**src/edge_capture_pkg.sv**
```systemverilog
package edge_capture_pkg;

	// Register indices; byte address is four times the index
	localparam logic [5:0] IDX_IN0_RISE  = 6'h22;
	localparam logic [5:0] IDX_IN1_RISE  = 6'h23;
	localparam logic [5:0] IDX_IN0_FALL  = 6'h24;
	localparam logic [5:0] IDX_IN1_FALL  = 6'h25;
	localparam logic [5:0] IDX_CAP_CFG   = 6'h2A;
	localparam logic [5:0] IDX_IRQ_EN    = 6'h2B;
	localparam logic [5:0] IDX_IRQ_STAT  = 6'h2C;
	localparam logic [5:0] IDX_CLK_CFG   = 6'h31;

	// Reset values
	localparam logic [7:0] CAPTURE_RST   = 8'h00;
	localparam logic [7:0] CAP_CFG_RST   = 8'h00;
	localparam logic [3:0] IRQ_EN_RST    = 4'h0;
	localparam logic [3:0] IRQ_STAT_RST  = 4'h0;
	localparam logic [7:0] CLK_CFG_RST   = 8'h8F;
	localparam logic [15:0] FRC_RST      = 16'h0000;

	// Divider step: capture divides by 2*(code+1), interval by code+1
	localparam int CAP_DIV_STEP = 2;
	localparam int INT_DIV_STEP = 1;

	// Millisecond tick assumes this capture clock rate
	localparam int MS_TICK_US     = 1024;
	localparam int CAP_REF_MHZ    = 4;
	localparam int MS_TICK_CYCLES = MS_TICK_US * CAP_REF_MHZ;
	localparam int CAP_MAX_MHZ    = 12;

	// AHB-Lite encodings
	localparam logic       HRESP_OKAY = 1'b0;
	localparam logic [7:0] UNMAPPED_RD = 8'h00;

	// Clock source codes
	typedef enum logic [1:0] {
		SRC_OSC24 = 2'h0,
		SRC_EXT   = 2'h1,
		SRC_LP32K = 2'h2,
		SRC_ALT   = 2'h3
	} src_sel_t;

	// Capture configuration, bit 7 down to bit 0
	typedef struct packed {
		logic       hold_first;
		logic [2:0] prescale;
		logic       wide;
		logic [2:0] spare;
	} capture_config_t;

	// Timer clock configuration, bit 7 down to bit 0
	typedef struct packed {
		logic [1:0] cap_div;
		src_sel_t   cap_sel;
		logic [1:0] int_div;
		src_sel_t   int_sel;
	} clock_config_t;

	// Latched AHB address phase
	typedef struct packed {
		logic       write;
		logic [5:0] idx;
		logic       aligned;
	} bus_req_t;

endpackage : edge_capture_pkg

```
**src/edge_capture_timer.sv**
```systemverilog
// Design decision made here: the AHB-Lite register port.
`timescale 1ns/1ps

// Contract
// - Capture divider codes 00..11 divide source by 2, 4, 6, 8.
// - Capture source: 24 MHz, external, 32 kHz, or stopped for 11.
// - Interval divider codes 00..11 divide source by 1, 2, 3, 4.
// - Interval source: 24 MHz, external, 32 kHz, or capture clock.
// - Hold-first clear: every edge overwrites, latest edge wins.
// - Hold-first set: keep first edge until that register is read.
// - Prescale n captures counter bits n+7 down to n.
// - Wide mode disables input 1; its registers extend input 0.
// - Wide mode: input 0 falling register takes counter low byte.
// - Wide mode: input 1 registers take counter high byte on edge.
// - Rising registers hold prescaled counter at latest rising edge.
// - Falling registers hold prescaled counter at latest falling edge.
// - Enable bits 3..0: in1 fall, in1 rise, in0 fall, in0 rise.
// - Edge sets status bit unless hold-first is holding its register; write one clears, zero leaves it.
// - Capture register updates on third capture tick after edge.
// - Capture clock at most 12 MHz; fast inputs may lose edges.
// - Millisecond tick assumes 4 MHz capture clock, scales with it.
// - Inputs synchronised on capture clock, which also drives counter.
// - One interrupt line per input, shared by both edges.
module edge_capture_timer #(
	parameter int HADDR_W = 8
) (
	input  wire logic               clk_i,
	input  wire logic               sys_rst_i,
	input  wire logic               hsel_i,
	input  wire logic [HADDR_W-1:0] haddr_i,
	input  wire logic [1:0]         htrans_i,
	input  wire logic               hwrite_i,
	input  wire logic [2:0]         hsize_i,
	input  wire logic [31:0]        hwdata_i,
	input  wire logic               hready_i,
	output logic                    hreadyout_o,
	output logic                    hresp_o,
	output logic [31:0]             hrdata_o,
	input  wire logic [1:0]         capture_input_i,
	input  wire logic               osc24_tick_i,
	input  wire logic               external_clock_input_i,
	input  wire logic               lp32k_tick_i,
	output logic                    capture_tick_o,
	output logic                    interval_tick_o,
	output logic                    ms_tick_o,
	output logic                    irq0_o,
	output logic                    irq1_o
);

	typedef enum logic [2:0] {
		BUS_IDLE   = 3'b001,
		BUS_WRITE  = 3'b010,
		BUS_RDWAIT = 3'b100
	} bus_state_t;

	localparam logic [5:0] CAP_IDX [4] = '{
		edge_capture_pkg::IDX_IN0_RISE,
		edge_capture_pkg::IDX_IN0_FALL,
		edge_capture_pkg::IDX_IN1_RISE,
		edge_capture_pkg::IDX_IN1_FALL
	};
	localparam int MS_W = $clog2(edge_capture_pkg::MS_TICK_CYCLES);
	localparam logic [MS_W-1:0] MS_LAST = MS_W'(edge_capture_pkg::MS_TICK_CYCLES - 1);

	edge_capture_pkg::capture_config_t cap_cfg_r;
	edge_capture_pkg::clock_config_t   clk_cfg_r;
	edge_capture_pkg::bus_req_t        req_r;
	bus_state_t                        bus_st_r;
	bus_state_t                        bus_st_nxt;
	logic [3:0]                        irq_en_r;
	logic [3:0]                        stat_r;
	logic [7:0]                        cap_r [4];
	logic [3:0]                        lock_r;
	logic [15:0]                       frc_r;
	logic [1:0]                        sync1_r;
	logic [1:0]                        sync2_r;
	logic [1:0]                        prev_r;
	logic                              ext_prev_r;
	logic [MS_W-1:0]                   ms_cnt_r;
	logic                              ms_tick_r;
	logic [1:0]                        irq_r;
	logic [31:0]                       hrdata_r;
	logic                              ext_tick;
	logic                              cap_src;
	logic                              cap_tick;
	logic                              int_src;
	logic                              int_tick;
	logic                              accept;
	logic                              wr_en;
	logic [7:0]                        wdata;
	logic [1:0]                        rise;
	logic [1:0]                        fall;
	logic [3:0]                        ev;
	logic [3:0]                        take;
	logic [3:0]                        stat_set;
	logic [7:0]                        window;
	logic [7:0]                        rd_data;

	// Clock sources
	always_ff @(posedge clk_i)
	begin
		if (sys_rst_i)
			ext_prev_r <= 1'b0;
		else
			ext_prev_r <= external_clock_input_i;
	end

	assign ext_tick = external_clock_input_i & ~ext_prev_r;

	always_comb
	begin
		unique case (clk_cfg_r.cap_sel)
			edge_capture_pkg::SRC_OSC24: cap_src = osc24_tick_i;
			edge_capture_pkg::SRC_EXT:   cap_src = ext_tick;
			edge_capture_pkg::SRC_LP32K: cap_src = lp32k_tick_i;
			edge_capture_pkg::SRC_ALT:   cap_src = 1'b0;
		endcase
	end

	always_comb
	begin
		unique case (clk_cfg_r.int_sel)
			edge_capture_pkg::SRC_OSC24: int_src = osc24_tick_i;
			edge_capture_pkg::SRC_EXT:   int_src = ext_tick;
			edge_capture_pkg::SRC_LP32K: int_src = lp32k_tick_i;
			edge_capture_pkg::SRC_ALT:   int_src = cap_tick;
		endcase
	end

	// Capture clock divider
	tick_divider #(
		.STEP  (edge_capture_pkg::CAP_DIV_STEP),
		.CNT_W (3)
	) u_cap_div (
		.clk_i      (clk_i),
		.sys_rst_i  (sys_rst_i),
		.src_tick_i (cap_src),
		.div_code_i (clk_cfg_r.cap_div),
		.tick_o     (cap_tick)
	);

	// Interval clock divider
	tick_divider #(
		.STEP  (edge_capture_pkg::INT_DIV_STEP),
		.CNT_W (2)
	) u_int_div (
		.clk_i      (clk_i),
		.sys_rst_i  (sys_rst_i),
		.src_tick_i (int_src),
		.div_code_i (clk_cfg_r.int_div),
		.tick_o     (int_tick)
	);

	assign capture_tick_o  = cap_tick;
	assign interval_tick_o = int_tick;

	// Millisecond tick counted in capture ticks
	always_ff @(posedge clk_i)
	begin
		if (sys_rst_i)
		begin
			ms_cnt_r  <= '0;
			ms_tick_r <= 1'b0;
		end
		else
		begin
			ms_tick_r <= cap_tick & (ms_cnt_r == MS_LAST);
			if (cap_tick)
				ms_cnt_r <= (ms_cnt_r == MS_LAST) ? '0 : ms_cnt_r + 1'b1;
		end
	end

	assign ms_tick_o = ms_tick_r;

	// Free-running counter
	always_ff @(posedge clk_i)
	begin
		if (sys_rst_i)
			frc_r <= edge_capture_pkg::FRC_RST;
		else if (cap_tick)
			frc_r <= frc_r + 16'h0001;
	end

	// Input synchroniser and edge history
	always_ff @(posedge clk_i)
	begin
		if (sys_rst_i)
		begin
			sync1_r <= 2'h0;
			sync2_r <= 2'h0;
			prev_r  <= 2'h0;
		end
		else if (cap_tick)
		begin
			sync1_r <= capture_input_i;
			sync2_r <= sync1_r;
			prev_r  <= sync2_r;
		end
	end

	// Edge seen on the third capture tick after the pin moves
	assign rise = {2{cap_tick}} & sync2_r & ~prev_r;
	assign fall = {2{cap_tick}} & ~sync2_r & prev_r;

	// Register events; wide mode steers input 0 edges to input 1 slots
	assign ev[0] = rise[0];
	assign ev[1] = fall[0];
	assign ev[2] = cap_cfg_r.wide ? rise[0] : rise[1];
	assign ev[3] = cap_cfg_r.wide ? fall[0] : fall[1];

	// Prescaled byte window
	assign window = frc_r[cap_cfg_r.prescale +: 8];

	assign stat_set = take & {~cap_cfg_r.wide, ~cap_cfg_r.wide, 2'b11};

	// Bus address phase
	assign accept = hsel_i & htrans_i[1] & hready_i;
	assign wr_en  = (bus_st_r == BUS_WRITE) & req_r.aligned;
	assign wdata  = hwdata_i[7:0];

	always_comb
	begin
		bus_st_nxt = BUS_IDLE;
		if (bus_st_r != BUS_RDWAIT && accept)
			bus_st_nxt = hwrite_i ? BUS_WRITE : BUS_RDWAIT;
	end

	always_ff @(posedge clk_i)
	begin
		if (sys_rst_i)
		begin
			bus_st_r <= BUS_IDLE;
			req_r    <= '0;
		end
		else
		begin
			bus_st_r <= bus_st_nxt;
			if (bus_st_r != BUS_RDWAIT && accept)
			begin
				req_r.write   <= hwrite_i;
				req_r.idx     <= haddr_i[7:2];
				req_r.aligned <= (haddr_i[1:0] == 2'b00) & (hsize_i == 3'b010);
			end
		end
	end

	// Capture registers, one per edge slot
	generate
		for (genvar k = 0; k < 4; k++)
		begin : g_cap
			logic hit;
			logic rel;

			assign hit     = req_r.aligned & (req_r.idx == CAP_IDX[k]);
			assign rel     = (bus_st_r == BUS_RDWAIT) & hit;
			assign take[k] = ev[k] & ~(cap_cfg_r.hold_first & lock_r[k]);

			always_ff @(posedge clk_i)
			begin
				if (sys_rst_i)
				begin
					cap_r[k]  <= edge_capture_pkg::CAPTURE_RST;
					lock_r[k] <= 1'b0;
				end
				else if (take[k])
				begin
					if (cap_cfg_r.wide)
						cap_r[k] <= (k < 2) ? frc_r[7:0] : frc_r[15:8];
					else
						cap_r[k] <= window;
					lock_r[k] <= cap_cfg_r.hold_first;
				end
				else
				begin
					if (wr_en && hit)
						cap_r[k] <= wdata;
					if (rel)
						lock_r[k] <= 1'b0;
				end
			end
		end
	endgenerate

	// Status, set wins over write-one clear
	always_ff @(posedge clk_i)
	begin
		if (sys_rst_i)
			stat_r <= edge_capture_pkg::IRQ_STAT_RST;
		else if (wr_en && req_r.idx == edge_capture_pkg::IDX_IRQ_STAT)
			stat_r <= (stat_r & ~wdata[3:0]) | stat_set;
		else
			stat_r <= stat_r | stat_set;
	end

	// Configuration registers
	always_ff @(posedge clk_i)
	begin
		if (sys_rst_i)
		begin
			cap_cfg_r <= edge_capture_pkg::CAP_CFG_RST;
			irq_en_r  <= edge_capture_pkg::IRQ_EN_RST;
			clk_cfg_r <= edge_capture_pkg::CLK_CFG_RST;
		end
		else if (wr_en)
		begin
			if (req_r.idx == edge_capture_pkg::IDX_CAP_CFG)
				cap_cfg_r <= wdata;
			if (req_r.idx == edge_capture_pkg::IDX_IRQ_EN)
				irq_en_r <= wdata[3:0];
			if (req_r.idx == edge_capture_pkg::IDX_CLK_CFG)
				clk_cfg_r <= wdata;
		end
	end

	// Interrupt lines, one per input
	always_ff @(posedge clk_i)
	begin
		if (sys_rst_i)
			irq_r <= 2'b00;
		else
		begin
			irq_r[0] <= |(stat_r[1:0] & irq_en_r[1:0]);
			irq_r[1] <= |(stat_r[3:2] & irq_en_r[3:2]);
		end
	end

	assign irq0_o = irq_r[0];
	assign irq1_o = irq_r[1];

	// Read mux
	always_comb
	begin
		rd_data = edge_capture_pkg::UNMAPPED_RD;
		if (req_r.aligned)
		begin
			unique case (req_r.idx)
				edge_capture_pkg::IDX_IN0_RISE: rd_data = cap_r[0];
				edge_capture_pkg::IDX_IN0_FALL: rd_data = cap_r[1];
				edge_capture_pkg::IDX_IN1_RISE: rd_data = cap_r[2];
				edge_capture_pkg::IDX_IN1_FALL: rd_data = cap_r[3];
				edge_capture_pkg::IDX_CAP_CFG:  rd_data = cap_cfg_r;
				edge_capture_pkg::IDX_IRQ_EN:   rd_data = {4'h0, irq_en_r};
				edge_capture_pkg::IDX_IRQ_STAT: rd_data = {4'h0, stat_r};
				edge_capture_pkg::IDX_CLK_CFG:  rd_data = clk_cfg_r;
				default:                        rd_data = edge_capture_pkg::UNMAPPED_RD;
			endcase
		end
	end

	// Read data loaded in the wait cycle
	always_ff @(posedge clk_i)
	begin
		if (sys_rst_i)
			hrdata_r <= 32'h00000000;
		else if (bus_st_r == BUS_RDWAIT)
			hrdata_r <= {24'h000000, rd_data};
	end

	assign hrdata_o    = hrdata_r;
	assign hreadyout_o = (bus_st_r != BUS_RDWAIT);
	assign hresp_o     = edge_capture_pkg::HRESP_OKAY;

endmodule : edge_capture_timer

```
**src/tick_divider.sv**
```systemverilog
`timescale 1ns/1ps

module tick_divider #(
	parameter int STEP  = 1,
	parameter int CNT_W = 3
) (
	input  wire logic       clk_i,
	input  wire logic       sys_rst_i,
	input  wire logic       src_tick_i,
	input  wire logic [1:0] div_code_i,
	output logic            tick_o
);

	logic [CNT_W-1:0] cnt_r;
	logic [CNT_W-1:0] limit;
	logic             tick_r;

	// Last count of one output period
	assign limit = CNT_W'((STEP * (int'(div_code_i) + 1)) - 1);

	always_ff @(posedge clk_i)
	begin
		if (sys_rst_i)
		begin
			cnt_r  <= '0;
			tick_r <= 1'b0;
		end
		else if (src_tick_i)
		begin
			if (cnt_r >= limit)
			begin
				cnt_r  <= '0;
				tick_r <= 1'b1;
			end
			else
			begin
				cnt_r  <= cnt_r + 1'b1;
				tick_r <= 1'b0;
			end
		end
		else
		begin
			tick_r <= 1'b0;
		end
	end

	assign tick_o = tick_r;

endmodule : tick_divider
```
**config.mk**
```make
export PLATFORM = sky130hd
export DESIGN_NAME = edge_capture_timer
export DESIGN_NICKNAME = d
export VERILOG_FILES = /design/src/edge_capture_pkg.sv /design/src/edge_capture_timer.sv /design/src/tick_divider.sv
export SDC_FILE = /design/constraint.sdc
export NUM_CORES = 1
export LEC_CHECK = 0
export ABC_AREA = 1
export ABC_CLOCK_PERIOD_IN_PS = 2000
export BUFFER_PORTS_ARGS = -buffer_cell sky130_fd_sc_hd__buf_2
export CORE_MARGIN = 3
export CORE_UTILIZATION = 35
export DETAILED_ROUTE_END_ITERATION = 16
export MAX_ROUTING_LAYER = met4
export PLACE_DENSITY_LB_ADDON = 0.12
export SKIP_CTS_REPAIR_TIMING = 1
export SYNTH_ARGS = -nofsm -noshare
export SYNTH_HDL_FRONTEND = slang
export SYNTH_SLANG_ARGS = --single-unit
```
**constraint.sdc**
```tcl
create_clock -name clk_i -period 2 [get_ports clk_i]
set_input_delay 0.1 -clock clk_i [delete_from_list [all_inputs] [get_ports clk_i]]
set_output_delay 0.1 -clock clk_i [all_outputs]
set_load 0.05 [all_outputs]
```
==> run summary <==
failing checks: hold timing
largest family of logic cells by synthesized area: simple AND/OR/NAND/NOR gates
async set or reset register ratio after synthesis: 0%
drt pass-1 iters: 6
clock tree buffer depth: 2
r2r startpoint: req_r[3]$_SDFFE_PP0P_
Fill cells: 1996
CORE AREA: 18800 um2
initial antenna violation count: 0
Syn. warnings: 0
Critical-path top delay cell: dfxtp_1
Nets: 1080
footprint of the multi-input gates: 3380 um2
max_slew headroom: 65.9%
Hold Path Class: in -> reg
largest stage delay on the critical path: 460 ps
Synth area leaders: dfxtp_1 (27%), edfxtp_1 (14%), nand2_1 (13%)
share of layout cells above drive strength 1: 14.5%
final hold vios: 4
Die Wd: 145 um
Seq. cell area: 2780 um2
RSZ-0062 raised after global routing: no
cell area after synthesis: 6770 um2
fin area: 8010 um2
Seq cells post-synth: 123
GRT Resource Usage Total: 19.5%
Worst R2R Setup Slack: 120 ps
final global-route overflow total: 0
WL final: 19700 um
Die Footprint: 21000 um2
WP data required: 2070 ps
Worst Setup Path Type: reg -> reg
I/O Pins: 94
Final Wtd Congestion: 0.923
crit-path cells: nand2_2 -> nor2_4 -> nand2_4 -> nor3_4 -> nand3_2 -> nand3_1
clock transition at the registers of the reported paths: 60 ps
synthesis-to-finish area growth: 18.4%
worst slew pin tran: 509 ps
Root Buffer: clkbuf_16
pre-CTS setup slack: 165 ps
DRC viols: 0
hold path endpoint: req_r[1]$_SDFFE_PP0P_
Setup WS post-layout: 125 ps
area share of fa/ha/maj cells after synthesis: 1.29%
pin count of the biggest net entering global routing: 31
Post-Synth XOR/XNOR Area: 0.388%
Max Cap Violations: 0
Simple-Gate Fraction of Synth Area: 33.0%
first-pass GRT wire length: 31600 um
Critical Path Fanout Max: 9
Worst setup SP type: register
vias per cell: 4.88
Post-DRT Antenna Nets: 0
syn avg cell area: 7.14 um2
Peak VDD IR: 0.000586 V
Iter 0 DRT Violations: 393
dpl cell area: 7320 um2
CTS Buf Count: 17
status: complete, but fails checks
Max H-tree Level: 4
clk_lat worst skew: 430 ps
final period utilization: 93.8%
Inst Count DP: 1254
commonest non-fill, non-tap cell in the layout: nand2_1
Synth cell types: 41
DR WL/cell: 15.2 um
Period minus WS final: 1880 ps
DR vias: 6295
Post-Layout Cell Count: 1291
HP Start: haddr_i[2]
Seq/Total Area, Yosys: 41.1%
row cnt: 50
Detailed Place HPWL: 15200 um
overall power: 6.29 mW
Hold Path Cell Cnt: 3
power per standard cell area: 785 nW/um2
Post-synth EDFFs: 32
Starting Density: 35.9%
mux cell area share after synthesis: 0.148%
Synth Flop Type: dfxtp_1
Synth area leader: dfxtp_1
Setup crit end kind: register
CTS tree: built
skew final: 14.7 ps
vias in the first global route: 5861
Peak Freq: 0.533 GHz
most frequent cells in the layout: nand2_1 (240), nor2_1 (96), dfxtp_1 (90)
hold slack: -29.3 ps
Yosys top cell area share: 26.9%
worst r2r path cells: 6
die height: 145 um
LEAKAGE: 3.47 nW
max-slew violations: 0
CTS sink count: 123
Syn Inst Count: 948
Post-Route Setup TNS: 0 ps
Synth Area in Compound Gates: 13.8%
IO Port Bufs: 43
final setup vio count: 0
reg2reg end: cap_r[3][5]$_DFFE_PP_
CP Data Arrival Time: 1950 ps
antenna diode count: 0
layer usage:
metal / global-route usage (%) / vias up / share of wire (%)
li1: - / 3250 / -
met1: 25.8 / 2853 / 48
met2: 30.4 / 163 / 46
met3: 3.47 / 29 / 4.7
met4: 6.32 / 0 / 2.0
met5: - / - / 0
synthesized netlist by cell type, types with 2 or more instances:
master      n
a21oi_1    73
a22oi_1     2
buf_2      13
buf_4      28
buf_6       2
clkbuf_1   13
clkinv_1    2
dfxtp_1    91
edfxtp_1   32
ha_1        7
inv_1      81
inv_2       7
nand2_1   240
nand2_2     4
nand3_1    80
nand3_2     5
nand4_1    27
nor2_1     96
nor2_2      5
nor2_4      8
nor3_1     12
nor3_4      2
nor4_1      2
o211ai_1   21
o21ai_0    68
o21ai_1     9
or2_2       3
xor2_1      2
cells by family after synthesis:
| family | Yosys count |
|---|---|
| flops | 123 |
| xor+xnor | 3 |
| other cells | 1 |
| buf+inv | 148 |
| fa+ha+maj | 7 |
| mux | 1 |
| compound gates | 174 |
| simple gates | 491 |
power breakdown:
| group | switching [mW] | internal (mW) | leakage (nW) | total (mW) |
|---|---|---|---|---|
| Sequential | 0.0201 | 2.59 | 1.07 | 2.61 |
| Clock | 1.15 | 2.18 | 0.314 | 3.33 |
| Combinational | 0.275 | 0.0766 | 2.09 | 0.352 |
| Total | 1.45 | 4.84 | 3.47 | 6.29 |
worst max-delay path by stage:
stage	startpoint	end	slack, ps	cells past startpoint
global route	req_r[6]$_SDFFE_PP0P_	stat_r[2]$_SDFF_PP0_	1	8
detailed placement	req_r[3]$_SDFFE_PP0P_	cap_r[3][0]$_DFFE_PP_	170	6
CTS	req_r[3]$_SDFFE_PP0P_	cap_r[3][3]$_DFFE_PP_	130	6
finish	req_r[3]$_SDFFE_PP0P_	cap_r[3][5]$_DFFE_PP_	120	6
floorplan	u_cap_div.tick_o$_SDFF_PP0_	cap_r[3][0]$_DFFE_PP_	60	6
global placement	cap_cfg_r[4]$_SDFFE_PP0P_	cap_r[1][4]$_DFFE_PP_	180	6
per-stage QoR:
stage                     hold WS, ps  util (%)
after floorplan                   172         -
after global placement            277      38.9
after detailed placement          279      38.9
after CTS                        -174      42.3
after global routing             2.44      42.6
final                           -29.3      42.6
state kept, by name (all words and copies together), names as in the netlist, 4 cells and up:
| name | count |
|---|---|
| cap_r | 32 |
| irq_en_r | 4 |
| ms_cnt_r | 12 |
| clk_cfg_r | 8 |
| hrdata_o | 8 |
| cap_cfg_r | 8 |
| frc_r | 16 |
| stat_r | 4 |
| lock_r | 4 |
| req_r | 7 |
worst max-delay path: cells and delay by family, from the launching register on:
family	cells	cell delay, ps
DFF	1	460
and+or+nand+nor	6	1060
layout make-up:
type                    count  share of cell area, %
well taps                 260                   4.06
clock buffers              23                   6.37
flip-flops and latches    123                   34.7
clock inverters             9                   1.64
multi-input cells         701                   42.2
inverters                  91                   4.28
repair buffers             84                   6.68
No activity file was read; power rests on OpenSTA's default activity.
